$ cat src/hdl/ums_pkg.sv
// Constants, register map and state type of the master-only SPI serial port.
// Assumes one 100 MHz clock and a plain single-cycle register port.
// Functional notes
// - Mode field 11 selects master SPI; other codes leave the engine idle.
// - Order, phase and polarity take effect in the write that selects SPI.
// - Order bit one sends LSB first; zero sends MSB first.
// - Phase bit picks sampling on leading or trailing clock edge.
// - Polarity bit sets clock idle level and, with phase, the edges.
// - Only master operation; the block always drives the transfer clock.
// - Transmit holding buffer plus shifter; receive has two buffer levels.
// - No write-collision flag; a write while busy lands in the buffer.
// - No double-speed bit; speed comes only from the baud divisor.
// - Serial out is master-out, serial in is master-in, no select pin.
// - Receive flag shows unread data; receiver disable flushes and clears.
// - Transmit-complete sets when shifter and buffer drain; ack or 1 clears.
// - Buffer-empty flag shows free buffer and is set after reset.
// - Each interrupt needs its enable, global enable and its flag.
// - Receiver enable takes the serial-in pin; clearing it flushes data.
// - Receiver alone makes no transfers; only transmitter makes the clock.
// - Transmitter enable takes the pin; clearing waits until all is sent.
// - Data write starts a transfer; buffer moves once shifter is free.
// - Frames are eight bits and may follow back to back.
// - On receive overflow the newest byte is dropped, older ones kept.
// - Framing, overrun and parity flags read as zero.
package ums_pkg;

  localparam logic [3:0] ADDR_STATUS  = 4'h0;
  localparam logic [3:0] ADDR_CTRL    = 4'h1;
  localparam logic [3:0] ADDR_MODE    = 4'h2;
  localparam logic [3:0] ADDR_DATA    = 4'h3;
  localparam logic [3:0] ADDR_BAUD_LO = 4'h4;
  localparam logic [3:0] ADDR_BAUD_HI = 4'h5;

  // Status bits
  localparam int RXC_BIT  = 7;
  localparam int TXC_BIT  = 6;
  localparam int UDRE_BIT = 5;
  // Control bits
  localparam int RXCIE_BIT = 7;
  localparam int TXCIE_BIT = 6;
  localparam int BEIE_BIT  = 5;
  localparam int RXEN_BIT  = 4;
  localparam int TXEN_BIT  = 3;
  // Mode bits
  localparam int MODE_HI_BIT = 7;
  localparam int MODE_LO_BIT = 6;
  localparam int ORDER_BIT   = 2;
  localparam int NATIVE_SPI_PHASE_BIT    = 1;
  localparam int NATIVE_SPI_POLARITY_BIT    = 0;

  localparam logic [1:0] MODE_MSPI  = 2'h3;
  localparam logic [7:0] CTRL_RST   = 8'h00;
  localparam logic [7:0] MODE_RST   = 8'h06;
  localparam logic [11:0] BAUD_RST  = 12'h000;
  localparam logic [3:0] LAST_EDGE  = 4'hf;
  localparam logic [1:0] RX_DEPTH   = 2'h2;

  typedef struct packed {
    logic             rxcie;
    logic             txcie;
    logic             beie;
    logic             rxen;
    logic             txen_req;
    logic             txen_eff;
    logic [1:0]       mode_sel;
    logic             order;
    logic             native_spi_phase;
    logic             native_spi_polarity;
    logic [11:0]      baud;
    logic [7:0]       txbuf;
    logic             txbuf_v;
    logic             busy;
    logic [3:0]       edge_n;
    logic [11:0]      div;
    logic [2:0]       bitn;
    logic [7:0]       txsh;
    logic [7:0]       rxsh;
    logic [1:0][7:0]  rxf;
    logic [1:0]       rxcnt;
    logic             txc;
    logic             sclk;
    logic             mosi;
    logic [7:0]       rdata;
    logic             irq_rxc;
    logic             irq_txc;
    logic             irq_udre;
    logic             miso_s1;
    logic             miso_s2;
  } ums_state_t;

  localparam ums_state_t STATE_RST = '{
    rxcie:    CTRL_RST[RXCIE_BIT],
    txcie:    CTRL_RST[TXCIE_BIT],
    beie:     CTRL_RST[BEIE_BIT],
    rxen:     CTRL_RST[RXEN_BIT],
    txen_req: CTRL_RST[TXEN_BIT],
    txen_eff: CTRL_RST[TXEN_BIT],
    mode_sel: MODE_RST[MODE_HI_BIT:MODE_LO_BIT],
    order:    MODE_RST[ORDER_BIT],
    native_spi_phase:     MODE_RST[NATIVE_SPI_PHASE_BIT],
    native_spi_polarity:     MODE_RST[NATIVE_SPI_POLARITY_BIT],
    sclk:     MODE_RST[NATIVE_SPI_POLARITY_BIT],
    baud:     BAUD_RST,
    default:  '0
  };

endpackage : ums_pkg

$ cat src/hdl/ums_master_spi.sv
// Master-only SPI engine with register port, tx buffer and two-level rx.
// Assumes register master on i_sys_clk; serial-in pin is asynchronous.
`timescale 1ns/1ps
module ums_master_spi (
  input  wire logic        i_sys_clk,   // System clock, 100 MHz
  input  wire logic        i_srst,      // Synchronous reset, active high
  input  wire logic [3:0]  i_addr,      // Register address
  input  wire logic [7:0]  i_wdata,     // Write data
  input  wire logic        i_wr,        // Write strobe
  input  wire logic        i_rd,        // Read strobe
  output logic      [7:0]  o_rdata,     // Read data, cycle after strobe
  input  wire logic        i_gie,       // Global interrupt enable
  input  wire logic        i_txc_ack,   // Transmit-complete serviced
  output logic             o_irq_rxc,   // Receive-complete interrupt
  output logic             o_irq_txc,   // Transmit-complete interrupt
  output logic             o_irq_udre,  // Buffer-empty interrupt
  output logic             o_sclk,      // Transfer clock pin
  output logic             o_mosi,      // Serial out pin (master out)
  input  wire logic        i_miso,      // Serial in pin (master in)
  output logic             o_tx_own,    // Serial out pin overridden
  output logic             o_rx_own     // Serial in pin overridden
);

  ums_pkg::ums_state_t q;
  ums_pkg::ums_state_t n;

  logic wr_status;
  logic wr_ctrl;
  logic wr_mode;
  logic wr_data;
  logic rd_pop;
  logic mspi;
  logic edge_go;
  logic done;
  logic load;

  function automatic logic [2:0] bit_pos(input logic       lsb,
                                         input logic [2:0] k);
    bit_pos = lsb ? k : 3'h7 - k;
  endfunction : bit_pos

  function automatic logic hit(input logic       s,
                               input logic [3:0] a,
                               input logic [3:0] ref_a);
    hit = s && (a == ref_a);
  endfunction : hit

  assign wr_status = hit(i_wr, i_addr, ums_pkg::ADDR_STATUS);
  assign wr_ctrl   = hit(i_wr, i_addr, ums_pkg::ADDR_CTRL);
  assign wr_mode   = hit(i_wr, i_addr, ums_pkg::ADDR_MODE);
  assign wr_data   = hit(i_wr, i_addr, ums_pkg::ADDR_DATA);
  assign rd_pop    = hit(i_rd, i_addr, ums_pkg::ADDR_DATA) && q.rxcnt != 2'h0;
  assign mspi      = q.mode_sel == ums_pkg::MODE_MSPI;
  assign edge_go   = q.busy && q.div == q.baud;
  assign done      = edge_go && q.edge_n == ums_pkg::LAST_EDGE;
  // Back-to-back: the buffer reloads in the cycle the last edge fires
  assign load      = mspi && q.txen_eff && q.txbuf_v
                     && (!q.busy || done);

  always_comb begin
    n = q;
    n.miso_s1 = i_miso;
    n.miso_s2 = q.miso_s1;

    // Read path, pop before push so a full buffer frees a slot
    n.rdata = 8'h00;
    if (i_rd) begin
      case (i_addr)
        ums_pkg::ADDR_STATUS:
          n.rdata = {q.rxcnt != 2'h0, q.txc, !q.txbuf_v, 5'h00};
        ums_pkg::ADDR_CTRL:
          n.rdata = {q.rxcie, q.txcie, q.beie, q.rxen, q.txen_req, 3'h0};
        ums_pkg::ADDR_MODE:
          n.rdata = {q.mode_sel, 3'h0, q.order, q.native_spi_phase, q.native_spi_polarity};
        ums_pkg::ADDR_DATA:
          n.rdata = q.rxf[0];
        ums_pkg::ADDR_BAUD_LO:
          n.rdata = q.baud[7:0];
        ums_pkg::ADDR_BAUD_HI:
          n.rdata = {4'h0, q.baud[11:8]};
        default:
          n.rdata = 8'h00;
      endcase
    end
    if (rd_pop) begin
      n.rxf[0] = q.rxf[1];
      n.rxcnt  = q.rxcnt - 2'h1;
    end

    // Shift engine
    if (q.busy && !mspi) begin
      n.busy = 1'b0;
    end else if (q.busy) begin
      if (edge_go) begin
        n.div    = 12'h000;
        n.sclk   = ~q.sclk;
        n.edge_n = q.edge_n + 4'h1;
        if (q.edge_n[0] == q.native_spi_phase) begin
          n.rxsh[bit_pos(q.order, q.bitn)] = q.miso_s2;
        end else if (q.native_spi_phase) begin
          n.bitn = q.edge_n[3:1];
        end else begin
          n.bitn = q.edge_n[3:1] + 3'h1;
        end
        n.mosi = q.txsh[bit_pos(q.order, n.bitn)];
      end else begin
        n.div = q.div + 12'h001;
      end
    end

    if (done) begin
      n.busy = 1'b0;
      // Newest byte is dropped when both levels hold unread data
      if (q.rxen && n.rxcnt != ums_pkg::RX_DEPTH) begin
        n.rxf[n.rxcnt[0]] = n.rxsh;
        n.rxcnt = n.rxcnt + 2'h1;
      end
    end

    // Transmit-complete: clears first so a same-cycle set wins
    if ((wr_status && i_wdata[ums_pkg::TXC_BIT]) || i_txc_ack) begin
      n.txc = 1'b0;
    end
    if (done && !load) begin
      n.txc = 1'b1;
    end

    if (load) begin
      n.busy    = 1'b1;
      n.txbuf_v = 1'b0;
      n.txsh    = q.txbuf;
      n.edge_n  = 4'h0;
      n.div     = 12'h000;
      n.bitn    = 3'h0;
      n.mosi    = q.txbuf[bit_pos(q.order, 3'h0)];
    end

    // Register writes; reserved write bits are ignored
    if (wr_data) begin
      n.txbuf   = i_wdata;
      n.txbuf_v = 1'b1;
    end
    if (wr_ctrl) begin
      n.rxcie    = i_wdata[ums_pkg::RXCIE_BIT];
      n.txcie    = i_wdata[ums_pkg::TXCIE_BIT];
      n.beie     = i_wdata[ums_pkg::BEIE_BIT];
      n.rxen     = i_wdata[ums_pkg::RXEN_BIT];
      n.txen_req = i_wdata[ums_pkg::TXEN_BIT];
      if (i_wdata[ums_pkg::TXEN_BIT]) begin
        n.txen_eff = 1'b1;
      end
    end
    if (!n.rxen) begin
      n.rxcnt = 2'h0;
    end
    if (wr_mode) begin
      n.mode_sel = i_wdata[ums_pkg::MODE_HI_BIT:ums_pkg::MODE_LO_BIT];
      n.order    = i_wdata[ums_pkg::ORDER_BIT];
      n.native_spi_phase     = i_wdata[ums_pkg::NATIVE_SPI_PHASE_BIT];
      n.native_spi_polarity     = i_wdata[ums_pkg::NATIVE_SPI_POLARITY_BIT];
    end
    if (hit(i_wr, i_addr, ums_pkg::ADDR_BAUD_LO)) begin
      n.baud[7:0] = i_wdata;
    end
    if (hit(i_wr, i_addr, ums_pkg::ADDR_BAUD_HI)) begin
      n.baud[11:8] = i_wdata[3:0];
    end

    // Disable of the transmitter waits for both stages to drain
    if (!n.txen_req && !n.busy && !n.txbuf_v) begin
      n.txen_eff = 1'b0;
    end
    if (!n.busy) begin
      n.sclk = n.native_spi_polarity;
    end

    n.irq_rxc  = n.rxcie && i_gie && n.rxcnt != 2'h0;
    n.irq_txc  = n.txcie && i_gie && n.txc;
    n.irq_udre = n.beie && i_gie && !n.txbuf_v;
  end

  always_ff @(posedge i_sys_clk) begin
    if (i_srst) begin
      q <= ums_pkg::STATE_RST;
    end else begin
      q <= n;
    end
  end

  assign o_rdata    = q.rdata;
  assign o_irq_rxc  = q.irq_rxc;
  assign o_irq_txc  = q.irq_txc;
  assign o_irq_udre = q.irq_udre;
  assign o_sclk     = q.sclk;
  assign o_mosi     = q.mosi;
  assign o_tx_own   = q.txen_eff;
  assign o_rx_own   = q.rxen;
endmodule : ums_master_spi

$ cat config.mk
export PLATFORM = sky130hd
export DESIGN_NAME = ums_master_spi
export DESIGN_NICKNAME = d
export VERILOG_FILES = /design/src/hdl/ums_pkg.sv /design/src/hdl/ums_master_spi.sv
export SDC_FILE = /design/constraint.sdc
export NUM_CORES = 1
export LEC_CHECK = 0
export BUFFER_PORTS_ARGS = -buffer_cell sky130_fd_sc_hd__buf_2
export CELL_PAD_IN_SITES_DETAIL_PLACEMENT = 0
export CELL_PAD_IN_SITES_GLOBAL_PLACEMENT = 1
export CORE_MARGIN = 3
export CORE_UTILIZATION = 30
export DETAILED_ROUTE_END_ITERATION = 16
export PLACE_DENSITY = 0.67
export SYNTH_ARGS = -nofsm -noshare
export SYNTH_HDL_FRONTEND = slang
export SYNTH_SLANG_ARGS = --single-unit
$ cat constraint.sdc
create_clock -name i_sys_clk -period 2.9 [get_ports i_sys_clk]
set_input_delay 0.29 -clock i_sys_clk [delete_from_list [all_inputs] [get_ports i_sys_clk]]
set_output_delay 0.29 -clock i_sys_clk [all_outputs]
set_load 0.02 [all_outputs]
==> results of run 1 <==
registers in the layout, summed over array words and instances (netlist names):
register / cells
o_tx_own: 1
q: 86
n: 1
o_irq_udre: 1
o_mosi: 1
o_rdata: 8
o_sclk: 1
o_irq_rxc: 1
o_rx_own: 1
o_irq_txc: 1
kinds of logic (layout without fill, tap and decap cells):
| family | after synthesis | in the layout |
|---|---|---|
| AO/OA/AOI/OAI | 108 | 108 |
| adder cells (fa/ha/maj) | 5 | 5 |
| multiplexers | 43 | 43 |
| XOR/XNOR | 32 | 32 |
| AND/OR/NAND/NOR | 220 | 220 |
| flip-flops | 102 | 102 |
| buffers and inverters | 51 | 73 |
layer usage:
| layer | vias up | GRT usage, % | wire length (um) |
|---|---|---|---|
| met5 | - | 0 | 0 |
| met4 | 0 | 5.26 | 235 |
| met3 | 13 | 2.94 | 299 |
| met2 | 45 | 23.0 | 5750 |
| met1 | 1814 | 18.1 | 5830 |
| li1 | 1972 | - | - |
stage by stage:
stage | cell area, sq um | setup WS, ns | cells | setup TNS [ns] | utilization (%)
2_1_floorplan | 4950 | 0.472 | 561 | 0 | -
3_3_place_gp | 5280 | 0.247 | 782 | 0 | 33.0
3_5_place_dp | 5280 | 0.120 | 782 | 0 | 33.0
4_1_cts | 5600 | 0.178 | 798 | 0 | 35.0
5_1_grt | 5620 | -0.0126 | 799 | -0.0126 | 35.1
6_report | 5620 | 0.279 | 799 | 0 | 35.1
final cells by class:
type / count / area [sq um] / area share, %
multi-input cells: 408 / 2670 / 47.6
repair buffers: 43 / 265 / 4.72
clock buffers: 12 / 246 / 4.38
inverters: 14 / 55.1 / 0.979
clock inverters: 4 / 70.1 / 1.25
well taps: 216 / 270 / 4.81
flip-flops and latches: 102 / 2040 / 36.3
cell usage after synthesis (all sizes together), types with 2 or more instances:
| cell type | count | area (sq um) |
|---|---|---|
| or3 | 2 | 12.5 |
| mux2i | 36 | 360 |
| a311oi | 3 | 26.3 |
| dfxtp | 102 | 2040 |
| nand4 | 9 | 92.6 |
| nor2 | 85 | 339 |
| inv | 14 | 55.1 |
| o22ai | 6 | 37.5 |
| a211o | 5 | 43.8 |
| nand3 | 20 | 100 |
| mux4 | 2 | 45.0 |
| o22a | 3 | 26.3 |
| buf | 16 | 110 |
| mux2 | 5 | 56.3 |
| a21oi | 32 | 160 |
| ha | 5 | 62.6 |
| nor3 | 10 | 72.6 |
| xnor2 | 18 | 195 |
| o21ai | 16 | 80.1 |
| nor2b | 16 | 100 |
| a211oi | 21 | 173 |
| nand3b | 2 | 15.0 |
| nand2b | 10 | 62.6 |
| a21o | 5 | 37.5 |
| a31oi | 4 | 25.0 |
| xor2 | 14 | 123 |
| clkbuf | 21 | 78.8 |
| nand2 | 52 | 198 |
| a22oi | 7 | 52.6 |
| nor3b | 2 | 26.3 |
| and3 | 7 | 45.1 |
repair_timing:
action,4_1_cts,5_1_grt
setup endpoints to repair,0,13
gates resized for setup,0,1
buffers inserted,0,1
critical path, cell delays in order, from the launching register on:
cell and delay, ns:
dfxtp_1 0.31, inv_1 0.11, ha_1 0.23, nor3_4 0.07, buf_4 0.20, o21ai_0 0.28, inv_1 0.08, ha_1 0.19
nor2b_1 0.21, nand4_4 0.20, nor2_4 0.19, buf_12 0.15, a211oi_1 0.06, a211oi_1 0.23
worst max-delay path by stage:
stage                startpoint  slack, ns  cells past startpoint                 end
5_1_grt        q[16]$_SDFF_PP0_      -0.01                     12  q[31]$_SDFFE_PP0P_
6_report       q[16]$_SDFF_PP0_       0.28                     13    q[22]$_SDFF_PP0_
3_5_place_dp          i_addr[3]       0.12                     12  q[31]$_SDFFE_PP0P_
4_1_cts        q[16]$_SDFF_PP0_       0.18                     12  q[32]$_SDFFE_PP0P_
2_1_floorplan  q[16]$_SDFF_PP0_       0.47                     12    q[25]$_SDFF_PP0_
3_3_place_gp          i_addr[3]       0.25                     12  q[30]$_SDFFE_PP0P_
where the power goes:
group / leakage (uW) / switching (uW) / internal, uW
clock: 0.000157 / 513 / 778
sequential: 0.000822 / 7.73 / 1410
combinational: 0.00118 / 86.5 / 43.3
==> results.md, run 1 <==
- Status: finished clean
- Synth cell types: 58
- Worst path arrival time: 2.88 ns
- Final worst-path cycle share: 90.4%
- Seq/Total Area, Yosys: 41.2%
- Total power: 2840 uW
- Area growth syn-to-layout: 13.5%
- Min Tclk post-route: 2.62 ns
- Clock Tree Buf Depth: 2
- Clk_skew: 0.00965 ns
- Post-synthesis simple-gate area fraction: 22.5%
- Num CTS Buffers: 9
- # setup viols final: 0
- Largest net degree at the start of global routing: 76
- Top-level port count: 34
- Clk Latency, worst-skew pair: 0.35 ns
- R2R Setup Slk: 0.28 ns
- Worst R2R Path Depth: 13
- Worst setup EP type: flip-flop
- DRC errors left: 0
- Max FO, Critical Path: 17
- Worst Hold Class: in2reg
- Mux contribution to synthesized area: 9.32%
- HP Start: i_miso
- Final Hold Fails: 0
- Nets@finish: 602
- Worst-path clk slew: 0.06 ns
- Die height: 135 um
- Compound-Gate Fraction of Synth Area: 14.3%
- CTS Hold Bufs: 0
- Commonest non-fill, non-tap cell in the layout: dfxtp_1
- Die ar.: 18100 sq um
- RSZ-0062 raised after global routing: true
- RR Endpoint: q[22]$_SDFF_PP0_
- Worst vdd ir: 497 uV
- Initial Utilization: 31.0%
- Max Freq: 0.382 GHz
- Clock Sink Count: 102
- Via count: 3844
- Final GP Congestion: 0.821
- Drt initial violations: 268
- Synth Net Count: 585
- Gate Count Post-Synth: 561
- Worst Hold Path Cells: 2
- Max-slew violations: 0
- Crit Path Class: reg2reg
- Cell Rows: 46
- Leakage Power: 0.00216 uW
- Asr flop ratio synth: 0%
- Area share of xor/xnor cells in the synthesized design: 6.41%
- Drt total wl: 12100 um
- Total GRT Usage: 14.0%
- CTS tree: yes
- Dpl hpwl: 8960 um
- Max-cap violations: 0
- Worst Max-Slew Pin Slew: 0.666 ns
- Share of cells above drive strength 1: 14.9%
- Hold worst-path end: n[0]$_SDFF_PP0_
- Mapped Area: 4950 sq um
- Global-route wire length before repair: 19900 um
- Overflow after GRT: 0
- Primary FF master, synth: dfxtp_1
- Fraction of the mapped netlist area in adder cells: 1.26%
- Final ANT Viol Nets: 0
- Post-synth EDFFs: 0
- Initial antenna violation count: 0
- R2R Path Start: q[16]$_SDFF_PP0_
- Commonest non-fill, non-tap cells in the layout: dfxtp_1 (102), nor2_1 (81), nand2_1 (51)
- WL/cell: 15.2 um
- H-tree Lvls: 3
- Syn Area/Cell: 8.83 sq um
- I/O Buffers: 33
- Initial DRT Pass Iterations: 4
- Vias per cell: 4.81
- Number of synthesized register bits: 102
- Die Wd: 135 um
- Root Driver: clkbuf_16
- Synth Warn #: 0
- Largest family of logic cells by synthesized area: simple AND/OR/NAND/NOR gates
- Total core area: 16000 sq um
- Slew headroom: 55.6%
- Vias in the first global route: 3729
- # diodes: 0
- WP data required: 3.15 ns
- Type of origin of the critical path: flip-flop
- WHS: 0.153 ns
- Cell Pwr Density: 504 nW/um^2
- Fillers: 1707
No activity file was read; power rests on OpenSTA's default activity.
==> run 2, diff against run 1 <==
--- a/config.mk
+++ b/config.mk
@@ -11,7 +11,7 @@
 export CORE_MARGIN = 3
 export CORE_UTILIZATION = 30
 export DETAILED_ROUTE_END_ITERATION = 16
-export PLACE_DENSITY = 0.67
+export PLACE_DENSITY_LB_ADDON = 0.1
 export SYNTH_ARGS = -nofsm -noshare
 export SYNTH_HDL_FRONTEND = slang
 export SYNTH_SLANG_ARGS = --single-unit
==> results.md, run 2 (synthesized netlist as in run 1, its figures left out) <==
- HP Start: i_miso
- Cell Rows: 46 (unchanged)
- Setup TNS: 0 ns (unchanged)
- CTS tree: yes
- Clk_skew: 0.0118 ns (+0.00210 ns)
- Vias per cell: 4.94 (+2.7%)
- Cell Pwr Density: 500 nW/um^2 (-0.94%)
- H-tree Lvls: 3 (unchanged)
- Status: finished clean
- Area growth syn-to-layout: 14.1%
- Worst setup EP type: flip-flop
- Type of origin of the critical path: flip-flop
- Leakage Power: 0.00218 uW (+0.97%)
- # setup viols final: 0 (unchanged)
- Overflow after GRT: 0 (unchanged)
- Initial DRT Pass Iterations: 4 (unchanged)
- CTS Hold Bufs: 0 (unchanged)
- Max-cap violations: 0 (unchanged)
- Worst R2R Path Depth: 11 (-2)
- Max Freq: 0.395 GHz (+3.5%)
- Top-level port count: 34 (unchanged)
- Slew headroom: 55.2% (-0.33 points)
- Total core area: 16000 sq um (unchanged)
- I/O Buffers: 33 (unchanged)
- Final worst-path cycle share: 87.3% (-3.0 points)
- Worst Hold Class: in2reg
- Commonest non-fill, non-tap cell in the layout: dfxtp_1
- Largest net degree at the start of global routing: 31 (-59%)
- Drt total wl: 13600 um (+13%)
- Worst vdd ir: 292 uV (-41%)
- Max-slew violations: 0 (unchanged)
- Nets@finish: 609 (+1.2%)
- Drt initial violations: 178 (-34%)
- Final ANT Viol Nets: 0 (unchanged)
- Final Hold Fails: 0 (unchanged)
- # diodes: 0 (unchanged)
- Root Driver: clkbuf_16
- Share of cells above drive strength 1: 16.3% (+1.3 points)
- Crit Path Class: reg2reg
- R2R Setup Slk: 0.37 ns (+0.09 ns)
- Worst-path clk slew: 0.08 ns (+0.02 ns)
- Dpl hpwl: 10100 um (+13%)
- Worst path arrival time: 2.83 ns (-0.05 ns)
- WL/cell: 16.9 um (+12%)
- Total power: 2830 uW (-0.37%)
- Max FO, Critical Path: 17 (unchanged)
- R2R Path Start: q[16]$_SDFF_PP0_
- Initial antenna violation count: 0 (unchanged)
- WP data required: 3.20 ns (+0.05 ns)
- Worst Hold Path Cells: 2 (unchanged)
- Worst Max-Slew Pin Slew: 0.672 ns (+0.00571 ns)
- Die Wd: 135 um (unchanged)
- Vias in the first global route: 3691 (-1.0%)
- Total GRT Usage: 15.3% (+1.3 points)
- RR Endpoint: q[27]$_SDFFE_PP0P_
- Die ar.: 18100 sq um (unchanged)
- Initial Utilization: 31.0% (unchanged)
- RSZ-0062 raised after global routing: false
- DRC errors left: 0 (unchanged)
- Commonest non-fill, non-tap cells in the layout: dfxtp_1 (102), nor2_1 (81), nand2_1 (51)
- Die height: 135 um (unchanged)
- Clock Tree Buf Depth: 2 (unchanged)
- Clock Sink Count: 102 (unchanged)
- Hold worst-path end: n[0]$_SDFF_PP0_
- Reg with most FFs: q
- Num CTS Buffers: 9 (unchanged)
- Via count: 3984 (+3.6%)
- Global-route wire length before repair: 21300 um (+6.9%)
- Final GP Congestion: 0.763 (-7.1%)
- Min Tclk post-route: 2.53 ns (-0.0880 ns)
- Largest register FFs: 86 (unchanged)
- Clk Latency, worst-skew pair: 0.36 ns (about the same)
run 2: worst max path at each step:
stage                          to  slack, ns              from
2_1_floorplan    q[25]$_SDFF_PP0_       0.47  q[16]$_SDFF_PP0_
3_3_place_gp   q[31]$_SDFFE_PP0P_       0.19         i_addr[3]
3_5_place_dp   q[31]$_SDFFE_PP0P_       0.12         i_addr[2]
4_1_cts        q[33]$_SDFFE_PP0P_       0.20  q[16]$_SDFF_PP0_
5_1_grt          q[18]$_SDFF_PP0_       0.10  q[16]$_SDFF_PP0_
6_report       q[27]$_SDFFE_PP0P_       0.37  q[16]$_SDFF_PP0_
run 2: metal layers:
layer	part of all wire, %	wire, um	track usage (%)
met3	3.8	522	3.95
met4	1.5	208	4.30
met5	0	0	0
met2	47	6390	24.4
met1	48	6520	20.7
run 2: final cells by class:
cell class	instances	area [sq um]
repair buffers	50	305
clock inverters	7	83.8
well taps	216	270
fillers	1694	10300
inverters	14	55.1
clock buffers	9	225
multi-input cells	408	2670
flip-flops and latches	102	2040
run 2: through the flow:
step	instance area [sq um]	hold slack [ns]	std cells	setup WS, ns	utilization [%]
floorplan	4950	0.404	561	0.472	-
global placement	5320	0.430	789	0.193	33.3
detailed placement	5320	0.427	789	0.117	33.3
CTS	5630	0.138	805	0.203	35.2
global route	5660	0.147	806	0.104	35.3
finish	5660	0.150	806	0.367	35.3
run 2: repair_timing:
action,4_1_cts,5_1_grt
buffers inserted,0,1
resized for setup,0,1
endpoints found under the setup margin,0,5
run 2: power breakdown:
group / total, uW / internal [uW] / switching (uW) / leakage [uW]
Sequential: 1420 / 1410 / 8.19 / 0.000822
Clock: 1270 / 682 / 589 / 0.000148
Combinational: 140 / 47.2 / 93.1 / 0.00121
Total: 2830 / 2140 / 690 / 0.00218
run 2: worst max-delay path, cell delays in order (launching register included):
cell and delay (ns):
dfxtp_1 0.30, inv_1 0.10, ha_1 0.23, nor3_4 0.08, buf_4 0.20, o21ai_0 0.29, inv_1 0.08, ha_1 0.18
nor2b_1 0.19, nand4_4 0.20, or3_1 0.45, o22ai_1 0.18
==> run 3, diff against run 2 <==
--- a/config.mk
+++ b/config.mk
@@ -11,7 +11,7 @@
 export CORE_MARGIN = 3
 export CORE_UTILIZATION = 30
 export DETAILED_ROUTE_END_ITERATION = 16
-export PLACE_DENSITY_LB_ADDON = 0.1
+export PLACE_DENSITY_LB_ADDON = 0.3
 export SYNTH_ARGS = -nofsm -noshare
 export SYNTH_HDL_FRONTEND = slang
 export SYNTH_SLANG_ARGS = --single-unit
==> results.md, run 3 (synthesized netlist as in run 1, its figures left out) <==
- Max FO, Critical Path: 17 (unchanged)
- WP data required: 3.16 ns (-0.04 ns)
- Critical Path Start: q[16]$_SDFF_PP0_
- Final GP Congestion: 0.790 (+3.6%)
- Overflow after GRT: 0 (unchanged)
- RSZ-0062 raised after global routing: false
- Die Wd: 135 um (unchanged)
- Drt initial violations: 345 (+94%)
- Leakage Power: 0.00219 uW (+0.58%)
- Slew headroom: 48.6% (-6.6 points)
- Worst-path clk slew: 0.07 ns (about the same)
- Total power: 2890 uW (+2.3%)
- Fillers: 1668 (-1.5%)
- Crit path cell chain: inv_1 > ha_1 > nor3_4 > buf_4 > o21ai_0 > inv_1 > ha_1 > nor2b_1 > nand4_4 > nor2_4 > buf_4 > a211oi_1 > a211oi_1
- Worst Max-Slew Pin Slew: 0.771 ns (+0.0996 ns)
- Worst R2R Path Depth: 13 (+2)
- Drt total wl: 12500 um (-8.3%)
- Root Driver: clkbuf_16
- Storage element area: 2040 sq um (unchanged)
- Vias per cell: 4.80 (-2.8%)
- Via count: 3871 (-2.8%)
- Max-cap violations: 0 (unchanged)
- Vias in the first global route: 3901 (+5.7%)
- Cell Rows: 46 (unchanged)
- Max-slew violations: 0 (unchanged)
- R2R Path Start: q[16]$_SDFF_PP0_
- # setup viols final: 0 (unchanged)
- Clock Tree Buf Depth: 2 (unchanged)
- Final ANT Viol Nets: 0 (unchanged)
- Status: finished clean
- Die height: 135 um (unchanged)
- CTS Hold Bufs: 0 (unchanged)
- Type of origin of the critical path: flip-flop
- Min Tclk post-route: 2.65 ns (+0.121 ns)
- Worst Hold Class: in2reg
- Commonest non-fill, non-tap cell in the layout: dfxtp_1
- Total GRT Usage: 14.6% (-0.74 points)
- Initial antenna violation count: 0 (unchanged)
- RR Endpoint: q[19]$_SDFF_PP0_
- Initial DRT Pass Iterations: 4 (unchanged)
- Cell Pwr Density: 510 nW/um^2 (+2.1%)
- Slowest cell on the critical path: o21ai_0
- Final worst-path cycle share: 91.5% (+4.2 points)
- Final Hold Fails: 0 (unchanged)
- Commonest non-fill, non-tap cells in the layout: dfxtp_1 (102), nor2_1 (81), nand2_1 (51)
- Final core occ: 35.4% (+0.078 points)
- Share of cells above drive strength 1: 16.3% (unchanged)
- Crit Path Class: reg2reg
- CP peak stage delay: 0.31 ns (-0.14 ns)
- Worst path arrival time: 2.91 ns (+0.08 ns)
- WL/cell: 15.5 um (-8.3%)
- I/O Buffers: 33 (unchanged)
- Top-level port count: 34 (unchanged)
- # diodes: 0 (unchanged)
- Worst vdd ir: 291 uV (-0.56%)
- Largest register FFs: 86 (unchanged)
- Global-route wire length before repair: 20700 um (-2.5%)
- Reg with most FFs: q
- Num CTS Buffers: 9 (unchanged)
- Setup TNS: 0 ns (unchanged)
- HP Start: i_miso
- Area of the multi-input gates: 2670 sq um (unchanged)
- DRC errors left: 0 (unchanged)
- H-tree Lvls: 3 (unchanged)
- Clock Sink Count: 102 (unchanged)
- Worst setup EP type: flip-flop
- Clk_skew: 0.00869 ns (-0.00306 ns)
- Dpl hpwl: 9440 um (-6.7%)
- CTS tree: yes
- Initial Utilization: 31.0% (unchanged)
- Clk Latency, worst-skew pair: 0.35 ns (about the same)
- Worst Hold Path Cells: 2 (unchanged)
- Largest net degree at the start of global routing: 41 (+32%)
- Total core area: 16000 sq um (unchanged)
- Max Freq: 0.377 GHz (-4.6%)
- WHS: 0.153 ns (+0.00274 ns)
- Die ar.: 18100 sq um (unchanged)
- Hold worst-path end: n[0]$_SDFF_PP0_
- Nets@finish: 609 (unchanged)
- Area growth syn-to-layout: 14.4%
- R2R Setup Slk: 0.25 ns (-0.12 ns)
## run 3: changes by cell type in the layout (fill, tap and decap cells not counted), sizes merged
cell and change:
clkbuf +2, clkinv -2, bufinv +1, inv -1
## run 3: layout make-up
type | instances | area share (%)
repair buffers | 50 | 5.17
flip-flops and latches | 102 | 36.0
clock inverters | 5 | 1.43
clock buffers | 11 | 4.46
inverters | 14 | 0.971
well taps | 216 | 4.77
multi-input cells | 408 | 47.2
## run 3: how the worst max path moves through the flow
| stage | endpoint | slack [ns] | depth (start not counted) |
|---|---|---|---|
| 2_1_floorplan | q[25]$_SDFF_PP0_ | 0.47 | 12 |
| 3_3_place_gp | q[30]$_SDFFE_PP0P_ | 0.27 | 12 |
| 3_5_place_dp | q[33]$_SDFFE_PP0P_ | 0.13 | 12 |
| 4_1_cts | q[33]$_SDFFE_PP0P_ | 0.20 | 12 |
| 5_1_grt | q[19]$_SDFF_PP0_ | 0.02 | 13 |
| 6_report | q[19]$_SDFF_PP0_ | 0.25 | 13 |
## run 3: repair_timing
action | in CTS | in global routing
resized for setup | 0 | 1
buffers inserted | 0 | 4
setup endpoints to repair | 0 | 7
## run 3: through the flow
step	area, sq um	setup WS (ns)	instances
4_1_cts	5630	0.199	802
2_1_floorplan	4950	0.472	561
3_5_place_dp	5300	0.129	786
3_3_place_gp	5300	0.271	786
5_1_grt	5670	0.0207	806
6_report	5670	0.246	806
## run 3: routing by layer
metal	share of wire [%]	vias to the layer above	GRT usage (%)
li1	-	1985	-
met2	49	60	23.8
met5	0	-	0
met4	0.78	0	4.30
met1	47	1819	19.3
met3	3.2	7	3.50
## run 3: critical path: cells and delay by family (launching register included)
family / cells / cell delay [ns]
AOI/OAI and AO/OA: 3 / 0.58
and+or+nand+nor: 4 / 0.70
DFF: 1 / 0.30
adders and majority gates: 2 / 0.40
buffers and inverters: 4 / 0.57
## run 3: where the power goes
group | switching, uW | internal (uW) | total (uW) | leakage, uW
clock network | 540 | 804 | 1340 | 0.000162
registers | 8.43 | 1410 | 1420 | 0.000822
logic | 86.5 | 45.1 | 132 | 0.00121
total | 635 | 2260 | 2890 | 0.00219
